File: src/tefl_defs.svh
// Constants of the telemetry extremes and fault log block
// Assumes inclusion by bare name from each design file
`ifndef TEFL_DEFS_SVH
`define TEFL_DEFS_SVH
// Reload values of the extreme trackers
`define TEFL_PEAK_INIT 16'h7c00
`define TEFL_MIN_INIT 16'h7bff
`define TEFL_VOUT_MIN_INIT 16'hffff
// Manager command codes
`define TEFL_CMD_STORE 8'hea
`define TEFL_CMD_RESTORE 8'heb
`define TEFL_CMD_CLEAR 8'hec
`define TEFL_CMD_STATUS 8'hed
`define TEFL_CMD_LOG 8'hee
// Status byte layout
`define TEFL_ST_EE 0
`define TEFL_ST_RAM 1
`define TEFL_ST_RSVD 6'h00
// Measurement kinds on the conversion port
`define TEFL_KIND_VOUT 2'h0
`define TEFL_KIND_IOUT 2'h1
`define TEFL_KIND_TEMP 2'h2
`define TEFL_KIND_VIN 2'h3
// Rolling log geometry
`define TEFL_LOG_AW 7
`define TEFL_LOG_BYTES 8'hff
`define TEFL_NCH 2
`endif

File: src/tefl_pkg.sv
// Types and helpers shared by the telemetry extremes and fault log block
// Assumes nothing of its surroundings
package tefl_pkg;
  // Fault log transfer engine states, Gray along idle-store-restore-erase
  typedef enum logic [1:0] {
    TEFL_IDLE = 2'h0,
    TEFL_STORE = 2'h1,
    TEFL_RESTORE = 2'h3,
    TEFL_ERASE = 2'h2
  } tefl_state_t;

  typedef logic signed [47:0] tefl_key_t;

  // Linear-11 word to a comparable fixed point key
  function automatic tefl_key_t tefl_l11_key(input logic [15:0] w);
    tefl_key_t m;
    logic [4:0] sh;
    m = {{37{w[10]}}, w[10:0]};
    sh = {~w[15], w[14:11]}; // Exponent plus sixteen
    return m <<< sh;
  endfunction
endpackage

File: src/tefl_extreme.sv
// Single peak or minimum tracker for one telemetry quantity
// Assumes samples arrive as one-cycle strobes on the same clock
`timescale 1ns/1ps
`include "tefl_defs.svh"
module tefl_extreme #(
  parameter logic [15:0] INIT = `TEFL_PEAK_INIT,
  parameter bit IS_MIN = 1'b0,
  parameter bit IS_UNS = 1'b0
) (
  input wire logic mclk,
  input wire logic rst_n,
  input wire logic reload,
  input wire logic smp_vld,
  input wire logic [15:0] smp,
  output logic [15:0] val_reg
);
  logic [15:0] base;
  logic better;

  function automatic tefl_pkg::tefl_key_t key(input logic [15:0] w);
    return IS_UNS ? tefl_pkg::tefl_key_t'({32'h0000_0000, w}) : tefl_pkg::tefl_l11_key(w);
  endfunction

  // A reload in the sample cycle still lets the sample compete
  assign base = reload ? INIT : val_reg;
  assign better = IS_MIN ? (key(smp) < key(base)) : (key(smp) > key(base));

  // Extreme register
  always_ff @(posedge mclk) begin
    if (!rst_n) begin
      val_reg <= INIT;
    end else if (smp_vld && better) begin
      val_reg <= smp; // RL20
    end else if (reload) begin
      val_reg <= INIT;
    end
  end
endmodule

File: src/tefl_log_ram.sv
// Rolling fault log buffer: one write port, two unclocked read ports
// Assumes the owner arbitrates writers onto the single write port
`timescale 1ns/1ps
`include "tefl_defs.svh"
module tefl_log_ram (
  input wire logic mclk,
  input wire logic wr_en,
  input wire logic [`TEFL_LOG_AW-1:0] wr_addr,
  input wire logic [15:0] wr_data,
  input wire logic [`TEFL_LOG_AW-1:0] ra_addr,
  output logic [15:0] ra_data,
  input wire logic [`TEFL_LOG_AW-1:0] rb_addr,
  output logic [15:0] rb_data
);
  logic [15:0] mem [0:(1<<`TEFL_LOG_AW)-1];

  // Word write
  always_ff @(posedge mclk) begin
    if (wr_en) begin
      mem[wr_addr] <= wr_data;
    end
  end

  // Reads for the nonvolatile copy and for the host block read
  assign ra_data = mem[ra_addr];
  assign rb_data = mem[rb_addr];
endmodule

File: src/tefl_top.sv
// Telemetry extremes per channel plus a shared input voltage minimum, and fault log control
// Assumes a decoded command layer on MCLK and an external nonvolatile copy engine
//
// Contract
// RL1: Per-channel current peak, reload 0x7C00
// RL2: Per-channel temperature peak, reload 0x7C00
// RL3: Input voltage minimum, reload 0x7BFF on any
// RL4: Per-channel output voltage minimum, reload 0xFFFF
// RL5: Per-channel current minimum, reload 0x7BFF
// RL6: Per-channel temperature minimum, reload 0x7BFF
// RL7: Store command copies log into nonvolatile
// RL8: Restore copies back, locks until read
// RL9: Clear command erases, re-enables transfers
// RL10: Host checks restored bit before clear
// RL11: Status byte read, upper six zero
// RL12: Logged bit set after transfer, inhibits more
// RL13: Logged bit cleared only by clear command
// RL14: Restored bit set, cleared by full read
// RL15: Log bytes returned sequentially by block read
// RL16: Readings written into rolling buffer continuously
// RL17: Fault copies buffer to nonvolatile, locks
// RL18: Buffer updates only while logged bit clear
// RL19: Fault or store transfers when enabled, clear
// RL20: New result replaces peak or minimum
`timescale 1ns/1ps
`include "tefl_defs.svh"
module tefl_top (
  input wire logic MCLK,
  input wire logic RST_N,
  input wire logic ADC_VALID,
  input wire logic ADC_CH,
  input wire logic [1:0] ADC_KIND,
  input wire logic [15:0] ADC_DATA,
  input wire logic [`TEFL_NCH-1:0] CH_ON,
  input wire logic [`TEFL_NCH-1:0] FAULT_OFF,
  input wire logic LOG_EN,
  input wire logic CLR_FAULTS,
  input wire logic CLR_PAGE,
  input wire logic SEND_STB,
  input wire logic [7:0] SEND_CODE,
  output logic SEND_ACK,
  output logic SEND_NACK,
  input wire logic RD_STB,
  input wire logic [7:0] RD_CODE,
  output logic [7:0] RD_DATA,
  output logic RD_ACK,
  output logic RD_NACK,
  input wire logic BLK_NEXT,
  output logic [7:0] BLK_DATA,
  output logic BLK_ACK,
  input wire logic BLK_DONE,
  output logic EE_REQ,
  output logic [1:0] EE_OP,
  input wire logic EE_ACK,
  input wire logic EE_FLAG_NV,
  input wire logic [`TEFL_LOG_AW-1:0] EE_RD_ADDR,
  output logic [15:0] EE_RD_DATA,
  input wire logic EE_WR_EN,
  input wire logic [`TEFL_LOG_AW-1:0] EE_WR_ADDR,
  input wire logic [15:0] EE_WR_DATA,
  output logic [`TEFL_LOG_AW-1:0] LOG_POS,
  output logic [7:0] FL_STATUS,
  output logic [`TEFL_NCH-1:0][15:0] IOUT_PEAK,
  output logic [`TEFL_NCH-1:0][15:0] IOUT_MIN,
  output logic [`TEFL_NCH-1:0][15:0] TEMP_PEAK,
  output logic [`TEFL_NCH-1:0][15:0] TEMP_MIN,
  output logic [`TEFL_NCH-1:0][15:0] VOUT_MIN,
  output logic [15:0] VIN_MIN
);
  tefl_pkg::tefl_state_t st_reg;
  tefl_pkg::tefl_state_t st_next;
  logic ee_bit_reg;
  logic ram_bit_reg;
  logic init_reg;
  logic fault_pend_reg;
  logic [`TEFL_NCH-1:0] ch_on_reg;
  logic [`TEFL_NCH-1:0] on_rise;
  logic [`TEFL_LOG_AW-1:0] wptr_reg;
  logic blk_act_reg;
  logic [7:0] blk_idx_reg;
  logic [15:0] blk_word;
  logic blk_ok;
  logic idle;
  logic cmd_store;
  logic cmd_restore;
  logic cmd_clear;
  logic xfer_ok;
  logic take_store;
  logic adc_wr;
  logic ram_wr;
  logic [`TEFL_LOG_AW-1:0] ram_addr;
  logic [15:0] ram_data;
  logic vin_reload;

  // Command decode and transfer permission
  assign idle = (st_reg == tefl_pkg::TEFL_IDLE);
  assign cmd_store = SEND_STB && (SEND_CODE == `TEFL_CMD_STORE);
  assign cmd_restore = SEND_STB && (SEND_CODE == `TEFL_CMD_RESTORE);
  assign cmd_clear = SEND_STB && (SEND_CODE == `TEFL_CMD_CLEAR);
  assign xfer_ok = LOG_EN && !ee_bit_reg; // RL12
  assign take_store = idle && xfer_ok &&
    (cmd_store || fault_pend_reg || ((|FAULT_OFF) && !SEND_STB)); // RL19

  // Off-to-on edge of each channel
  always_ff @(posedge MCLK) begin
    if (!RST_N) begin
      ch_on_reg <= '0;
    end else begin
      ch_on_reg <= CH_ON;
    end
  end
  assign on_rise = CH_ON & ~ch_on_reg;
  assign vin_reload = CLR_FAULTS || (|on_rise); // RL3

  // Extreme trackers, one set per channel
  genvar c;
  generate
    for (c = 0; c < `TEFL_NCH; c++) begin : g_ch
      logic rl;
      logic hit;
      assign rl = (CLR_FAULTS && (CLR_PAGE == c)) || on_rise[c]; // RL1
      assign hit = ADC_VALID && (ADC_CH == c);
      tefl_extreme #(.INIT(`TEFL_PEAK_INIT), .IS_MIN(1'b0), .IS_UNS(1'b0)) u_ipk (
        .mclk(MCLK), .rst_n(RST_N), .reload(rl),
        .smp_vld(hit && (ADC_KIND == `TEFL_KIND_IOUT)), .smp(ADC_DATA),
        .val_reg(IOUT_PEAK[c])); // RL1
      tefl_extreme #(.INIT(`TEFL_PEAK_INIT), .IS_MIN(1'b0), .IS_UNS(1'b0)) u_tpk (
        .mclk(MCLK), .rst_n(RST_N), .reload(rl),
        .smp_vld(hit && (ADC_KIND == `TEFL_KIND_TEMP)), .smp(ADC_DATA),
        .val_reg(TEMP_PEAK[c])); // RL2
      tefl_extreme #(.INIT(`TEFL_VOUT_MIN_INIT), .IS_MIN(1'b1), .IS_UNS(1'b1)) u_vmn (
        .mclk(MCLK), .rst_n(RST_N), .reload(rl),
        .smp_vld(hit && (ADC_KIND == `TEFL_KIND_VOUT)), .smp(ADC_DATA),
        .val_reg(VOUT_MIN[c])); // RL4
      tefl_extreme #(.INIT(`TEFL_MIN_INIT), .IS_MIN(1'b1), .IS_UNS(1'b0)) u_imn (
        .mclk(MCLK), .rst_n(RST_N), .reload(rl),
        .smp_vld(hit && (ADC_KIND == `TEFL_KIND_IOUT)), .smp(ADC_DATA),
        .val_reg(IOUT_MIN[c])); // RL5
      tefl_extreme #(.INIT(`TEFL_MIN_INIT), .IS_MIN(1'b1), .IS_UNS(1'b0)) u_tmn (
        .mclk(MCLK), .rst_n(RST_N), .reload(rl),
        .smp_vld(hit && (ADC_KIND == `TEFL_KIND_TEMP)), .smp(ADC_DATA),
        .val_reg(TEMP_MIN[c])); // RL6
    end
  endgenerate

  // Input voltage minimum, shared by all channels
  tefl_extreme #(.INIT(`TEFL_MIN_INIT), .IS_MIN(1'b1), .IS_UNS(1'b0)) u_vin (
    .mclk(MCLK), .rst_n(RST_N), .reload(vin_reload),
    .smp_vld(ADC_VALID && (ADC_KIND == `TEFL_KIND_VIN)), .smp(ADC_DATA),
    .val_reg(VIN_MIN)); // RL3

  // Buffer write arbitration: conversions when unlocked, copy engine on restore
  assign adc_wr = ADC_VALID && idle && !ee_bit_reg && !ram_bit_reg; // RL18
  assign ram_wr = (st_reg == tefl_pkg::TEFL_RESTORE) ? EE_WR_EN : adc_wr; // RL8
  assign ram_addr = (st_reg == tefl_pkg::TEFL_RESTORE) ? EE_WR_ADDR : wptr_reg;
  assign ram_data = (st_reg == tefl_pkg::TEFL_RESTORE) ? EE_WR_DATA : ADC_DATA;

  tefl_log_ram u_ram (
    .mclk(MCLK),
    .wr_en(ram_wr),
    .wr_addr(ram_addr),
    .wr_data(ram_data),
    .ra_addr(EE_RD_ADDR),
    .ra_data(EE_RD_DATA),
    .rb_addr(blk_idx_reg[`TEFL_LOG_AW:1]),
    .rb_data(blk_word)
  );

  // Rolling write pointer
  always_ff @(posedge MCLK) begin
    if (!RST_N) begin
      wptr_reg <= '0;
    end else if (adc_wr) begin
      wptr_reg <= wptr_reg + 1'b1; // RL16
    end
  end

  // Transfer engine next state
  always_comb begin
    st_next = st_reg;
    unique case (st_reg)
      tefl_pkg::TEFL_IDLE: begin
        if (take_store) begin
          st_next = tefl_pkg::TEFL_STORE; // RL7
        end else if (cmd_restore) begin
          st_next = tefl_pkg::TEFL_RESTORE; // RL8
        end else if (cmd_clear) begin
          st_next = tefl_pkg::TEFL_ERASE; // RL9
        end
      end
      tefl_pkg::TEFL_STORE,
      tefl_pkg::TEFL_RESTORE,
      tefl_pkg::TEFL_ERASE: begin
        if (EE_ACK) begin
          st_next = tefl_pkg::TEFL_IDLE;
        end
      end
    endcase
  end

  // Transfer engine state
  always_ff @(posedge MCLK) begin
    if (!RST_N) begin
      st_reg <= tefl_pkg::TEFL_IDLE;
    end else begin
      st_reg <= st_next;
    end
  end
  assign EE_REQ = !idle;
  assign EE_OP = st_reg;

  // Latched-off faults wait here until the engine is free
  always_ff @(posedge MCLK) begin
    if (!RST_N) begin
      fault_pend_reg <= 1'b0;
    end else if (take_store || !xfer_ok) begin
      fault_pend_reg <= 1'b0; // A starting store covers any fault of this cycle
    end else if (|FAULT_OFF) begin
      fault_pend_reg <= 1'b1; // RL17
    end
  end

  // Logged bit: nonvolatile copy loaded once after reset
  always_ff @(posedge MCLK) begin
    if (!RST_N) begin
      init_reg <= 1'b0;
      ee_bit_reg <= 1'b0;
    end else begin
      init_reg <= 1'b1;
      if (!init_reg) begin
        ee_bit_reg <= EE_FLAG_NV;
      end else if (st_reg == tefl_pkg::TEFL_STORE && EE_ACK) begin
        ee_bit_reg <= 1'b1; // RL12
      end else if (st_reg == tefl_pkg::TEFL_ERASE && EE_ACK) begin
        ee_bit_reg <= 1'b0; // RL13
      end
    end
  end

  // Restored bit: set wins over a read finishing in the same cycle
  assign blk_ok = BLK_DONE && blk_act_reg && (blk_idx_reg == `TEFL_LOG_BYTES);
  always_ff @(posedge MCLK) begin
    if (!RST_N) begin
      ram_bit_reg <= 1'b0;
    end else if (st_reg == tefl_pkg::TEFL_RESTORE && EE_ACK) begin
      ram_bit_reg <= 1'b1; // RL14
    end else if (blk_ok) begin
      ram_bit_reg <= 1'b0; // RL14
    end
  end
  assign FL_STATUS = {`TEFL_ST_RSVD, ram_bit_reg, ee_bit_reg}; // RL11
  assign LOG_POS = wptr_reg;

  // Send byte answers; busy engine or unknown code is refused
  always_ff @(posedge MCLK) begin
    if (!RST_N) begin
      SEND_ACK <= 1'b0;
      SEND_NACK <= 1'b0;
    end else begin
      SEND_ACK <= SEND_STB && idle && (cmd_store || cmd_restore || cmd_clear);
      SEND_NACK <= SEND_STB && !(idle && (cmd_store || cmd_restore || cmd_clear));
    end
  end

  // Read byte and block read start
  always_ff @(posedge MCLK) begin
    if (!RST_N) begin
      RD_DATA <= 8'h00;
      RD_ACK <= 1'b0;
      RD_NACK <= 1'b0;
    end else begin
      RD_ACK <= 1'b0;
      RD_NACK <= 1'b0;
      if (RD_STB && RD_CODE == `TEFL_CMD_STATUS) begin
        RD_DATA <= FL_STATUS; // RL11
        RD_ACK <= 1'b1;
      end else if (RD_STB && RD_CODE == `TEFL_CMD_LOG) begin
        RD_DATA <= `TEFL_LOG_BYTES; // RL15
        RD_ACK <= 1'b1;
      end else if (RD_STB) begin
        RD_NACK <= 1'b1;
      end
    end
  end

  // Sequential log bytes, low byte of each word first
  always_ff @(posedge MCLK) begin
    if (!RST_N) begin
      blk_act_reg <= 1'b0;
      blk_idx_reg <= 8'h00;
      BLK_DATA <= 8'h00;
      BLK_ACK <= 1'b0;
    end else begin
      BLK_ACK <= BLK_NEXT && blk_act_reg;
      if (RD_STB && RD_CODE == `TEFL_CMD_LOG) begin
        blk_act_reg <= 1'b1;
        blk_idx_reg <= 8'h00;
      end else if (blk_ok) begin
        blk_act_reg <= 1'b0;
      end else if (BLK_NEXT && blk_act_reg) begin
        if (blk_idx_reg != `TEFL_LOG_BYTES) begin
          BLK_DATA <= blk_idx_reg[0] ? blk_word[15:8] : blk_word[7:0]; // RL15
          blk_idx_reg <= blk_idx_reg + 8'h01;
        end else begin
          BLK_DATA <= 8'h00;
        end
      end
    end
  end
endmodule

File: config.mk
export PLATFORM = sky130hd
export DESIGN_NAME = tefl_top
export DESIGN_NICKNAME = d
export VERILOG_FILES = /design/src/tefl_pkg.sv /design/src/tefl_extreme.sv /design/src/tefl_log_ram.sv /design/src/tefl_top.sv
export VERILOG_INCLUDE_DIRS = /design/src /design/src/src
export SDC_FILE = /design/constraint.sdc
export NUM_CORES = 2
export LEC_CHECK = 0
export BUFFER_PORTS_ARGS = -buffer_cell sky130_fd_sc_hd__buf_2
export CORE_UTILIZATION = 50
export DETAILED_ROUTE_END_ITERATION = 8
export PLACE_DENSITY_LB_ADDON = 0.15
export SLEW_MARGIN = 40
export SYNTH_ARGS = -nofsm -noshare
export SYNTH_HDL_FRONTEND = slang
export SYNTH_SLANG_ARGS = --single-unit
File: constraint.sdc
create_clock -name MCLK -period 8.67 [get_ports MCLK]
set_clock_uncertainty 0.1 [all_clocks]
set_input_delay 0.867 -clock MCLK [delete_from_list [all_inputs] [get_ports MCLK]]
set_output_delay 0.867 -clock MCLK [all_outputs]
set_load 0.02 [all_outputs]
# == Word-level counts from Yosys, hierarchy flattened ==
# Memories as Yosys holds them, arrays and structs flattened. A register that Yosys moved wholly into a read port is not among the register bits.
# Index checks and enable logic that the tools add are counted.
# totals
reg_bits,216
mem_count,1
output_inout_bits,231
elab_cells,206
ramBits,2048
in_bits,82
# memory_table
name,depth,word_bits,read_ports,rd_clocked_by_memory_dff,wr,line_no,source
u_ram.mem,128,16,2,1,1,tefl_log_ram.sv:15,logic [15:0] mem [0:(1<<`TEFL_LOG_AW)-1];
# classes
n_eq_ne,16
bitwise,17
n_reduce_logical,73
addsub,2
magnitude_cmp,11
muxes,48
shift,10
# op_table
op,count
$sshl A11 B5 Y48,10
$mux W16,23
$lt A48 B48 Y1,5
$gt A48 B48 Y1,4
$eq A8 B8 Y1 const B,6
$logic_and A1 B1 Y1,44
$lt A16 B16 Y1,2
$mux W7,3
$mux W8,2
$not A1 Y1,15
$mux W1,13
$mux W2,6
$reduce_or A2 Y1,5
$add A8 B1 Y8 const B,1
$eq A2 B2 Y1 const B,4
$logic_or A1 B1 Y1,8
$ne A8 B8 Y1 const B,1
$add A7 B1 Y7 const B,1
$logic_not A1 Y1,6
$reduce_and A3 Y1,2
$reduce_bool A2 Y1,3
$reduce_or A3 Y1,2
$eq A2 B1 Y1 const B,2
$logic_not A2 Y1,2
7 further kinds,7

# == Longest topological paths before layout ==
# depth
ltp_word,10
depth_mapped,21
mapped_depth_nobuf,17

# == Modules after synthesis ==
# From an unflattened synthesis, not the netlist that was laid out.
# unflattened
hier_cells,8911
hier_area_um2,130177.4
# modules_own_cells
mod,cells_per_inst,seq_area_each_um2,area_per_inst_um2,instances
tefl_log_ram,3909,61499.0,94155.3,1
tefl_extreme (g_ch[0].u_imn ...),488,320.3,3517.1,5
tefl_extreme (g_ch[0].u_ipk ...),512,320.3,3467.1,4
tefl_extreme (g_ch[0].u_vmn ...),130,320.3,1159.9,2
tefl_top,254,800.8,2248.4,1

# == Least setup slack after synthesis ==
# OpenSTA, ideal clock, no wires.
# synth_timing
kind,input port to flip-flop
startpoint,input ADC_DATA[15]
endpoint,"memory u_ram.mem[0][15], data pin"
setup_slack_ns,0.914
path_stages,4
t_required_ns,7.373
arrival_ns,6.459
path_buffers,2
setup_ns,1.197
cell_sequence,clkbuf_1 -> inv_1 -> clkbuf_1 -> o21ai_0
# synth_between
elab_chain_len,1
# synth_lines
item,line_no,source
from (decl),tefl_top.sv:33,"input wire logic [15:0] ADC_DATA,"
$mux W16,tefl_top.sv:156,assign ram_data = (st_reg == tefl_pkg::TEFL_RESTORE) ? EE_WR_DATA : ADC_DATA;
via ram_data[15],tefl_top.sv:92,logic [15:0] ram_data;
to (decl),tefl_log_ram.sv:15,
# The timed path passes the listed nets, and every way through them passes these cells.

# == Final worst setup path ==
# layout_timing
startpoint,input EE_RD_ADDR[0]
endpoint,output EE_RD_DATA[1]
# layout_between
elab_chain_len,1
# layout_lines
item,line_no,source
from (decl),tefl_top.sv:56,"input wire logic [`TEFL_LOG_AW-1:0] EE_RD_ADDR,"
$mem_v2 Z128 W16,--,
to (decl),tefl_top.sv:57,"output logic [15:0] EE_RD_DATA,"
# No other way between the ends.

==> reports/results.ini <==
[power_and_ir_drop]
p_switching_w=0.00590
p_seq_share_pct=48.7
combPwrFrac_pct=8.6
clkPwrFrac_pct=42.7
p_leak_nw=45.4
p_per_area_nw_per_um2=180
ir_drop_mv=0.235
p_sw_share_pct=24.0
p_int_w=0.0187

[die]
die_height_um=496
core_area_sq_um=241000
die-area_sq_um=246000
ios=313
rows=180
die_w_um=496
start_util_pct=50.5

[worst_setup_path]
worstPathRequired_ps=7700
crit_path_end_kind=primary output
crit_path_start_kind=input port
cp_max_fo=66
timing_worst_setup_path_type=input port to primary output
arrival_ps=4640

[clock_tree]
cts_buffers=235
hold_buffers=0
clkSinkCount=2271
cts_tree=built
htreeDepth=4
clock-root-buffer=clkbuf_16
cts.clk_slew.worst_paths_ps=60
post_cts_resized=0
cts_setup_buffers=0
clockBufferDepth=3
clk_latency_ps=920

[route]
ant_nets=0
routed_via_density=7.00
wirelength_um=419000
drcViolationCount=0
first_pass_iters=8
vias=80300
wire_per_inst_um=36.5
drtIter0Drc=10700

[layout]
fin_area_sq_um=137000
largest_register_ffs=2048
final_cells=11500
area_growth_syn_to_layout_pct=12.4
fillerInstances=18700
drive_above_1_share_pct=31.4
final_nets=8548
fin_util_pct=56.7
regMostFlops=u_ram.mem

[synthesis]
ys_warn_count=0
synth_area_sq_um=122000
syn_avg_cell_area_sq_um=15.6
synthCells=7804
synth_area_leader_cell=edfxtp_1
ys_ff_latch=2271
synth_common_cells=edfxtp_1, mux4_2, nand2_1
yosysMostFrequentCell=edfxtp_1
synth_edf_count=2048
yosysSeqAreaShare_pct=54.1
synth_top_area_share_pct=50.5
async_reset_ff_share_pct=0
ys_types=85
synthTopCellsByArea=edfxtp_1, mux4_2, ha_1
synth_ff_type=edfxtp_1

[sta]
fin_tns_setup_ps=0
grt_setup_unrepaired=false
hold_viol_final=0
fin_hold_ws_ps=129
period_share_pct=64.7
setup_viol=0
tightest_slew_ps=901
period_needed_ps=5610
fmax_ghz=0.178
maxSlewViolCount=0
relSlewSlack_pct=38.2

[placed_design]
io_buffers=306
routabilityCongestion=0.978
dp.cells=11000
dpl_cell_area_sq_um=129000
post-dp-hpwl_um=279000

[grt]
grt_overflow_total=0
grt_pass1_vias=78400
antenna_found_initial=24
grt_pass1_wl_um=587000
grt_max_degree=128
track_usage_pct=34.0

[status]
status=finished clean

[run]
maxCapViolations=0

[min_path]
hp-class=input port to register

-- final timing paths --
check | start | to | slack (ps) | cells after the start
setup / recovery | EE_RD_ADDR[0] | EE_RD_DATA[1] | 3060 | 8
hold / removal | RD_STB | RD_NACK | 130 | 3
setup reg to reg | ch_on_reg[0] | g_ch[0].u_ipk.val_reg[1] | 3080 | 17
hold reg to reg | BLK_DATA[1] | BLK_DATA[1] | 370 | 2
-- layer usage --
metal  global-route usage, %  vias to the layer above  wire [um]
met5                       0                        -         32
met4                    16.8                        4      23500
met3                    7.60                      836      42700
met2                    52.1                     4694     192000
met1                    46.0                    42100     160000
li1                        -                    32700          -
-- cells by family (layout without fill, tap and decap cells) --
family          after synthesis  after routing  synth area share (%)
compound gates             1008           1008                  5.14
other cells                   1             26               0.00308
buf+inv                     644           1100                  2.16
simple gates               1720           1720                  6.46
flops                      2271           2271                  54.1
xor+xnor                     11             11                0.0791
mux                        1744           1744                  27.9
fa+ha+maj                   405            405                  4.16
-- power by group through the flow --
stage                     Sequential (W)  Combinational (W)  Clock [W]
after floorplan                   0.0122            0.00121          0
after global placement            0.0122            0.00204          0
after detailed placement          0.0122            0.00208          0
after CTS                         0.0120            0.00209     0.0106
after global routing              0.0120            0.00223     0.0110
final                             0.0120            0.00213     0.0105
-- worst max-delay path: stages --
cell and delay (ps):
buf_8 340, buf_16 300, buf_12 500, mux4_2 600, mux4_2 540, mux4_2 700
mux2_2 370, buf_2 170
-- cell type report --
| cell class | count | area [sq um] | share of cell area, % |
|---|---|---|---|
| Antenna cell | 20 | 50.0 | 0.0365 |
| Clock buffer | 281 | 6080 | 4.44 |
| Clock inverter | 160 | 1950 | 1.42 |
| Inverter | 47 | 184 | 0.134 |
| Multi-Input combinational cell | 4894 | 54200 | 39.6 |
| Sequential cell | 2271 | 66000 | 48.2 |
| Tap cell | 3185 | 3990 | 2.91 |
| Timing Repair Buffer | 612 | 4530 | 3.31 |
-- placed cells by master, fill, tap and decap left out, drive strengths merged, types with 9 or more instances in the layout --
cell type | Yosys | final
inv | 45 | 52
nor2b | 43 | 43
nand3 | 156 | 156
nand2b | 65 | 65
a221oi | 9 | 9
ha | 405 | 405
clkinv | 2 | 115
o31ai | 27 | 27
o21ai | 253 | 253
a211o | 9 | 9
dfxtp | 223 | 223
mux2i | 358 | 358
a2111oi | 10 | 10
o211ai | 42 | 42
and2 | 15 | 15
buf | 210 | 609
a21o | 99 | 99
or2 | 16 | 16
nor4 | 25 | 25
and3 | 28 | 28
clkbuf | 387 | 284
bufinv | 0 | 33
o22ai | 55 | 55
or3 | 31 | 31
mux4 | 1312 | 1312
a22o | 9 | 9
nand4 | 83 | 83
a211oi | 41 | 41
nor2 | 505 | 505
nand2 | 526 | 526
nor3 | 175 | 175
diode | 0 | 20
a21oi | 285 | 285
mux2 | 74 | 74
a22oi | 33 | 33
o21a | 24 | 24
edfxtp | 2048 | 2048
nand3b | 18 | 18
a31oi | 42 | 42
-- through the flow --
step                      power (W)  worst slack [ps]
after floorplan              0.0134               914
after global placement       0.0143              2320
after detailed placement     0.0143              2490
after CTS                    0.0247              3040
after global routing         0.0252              2630
final                        0.0246              3060
Note: power is estimated with default switching activity, not from simulation.
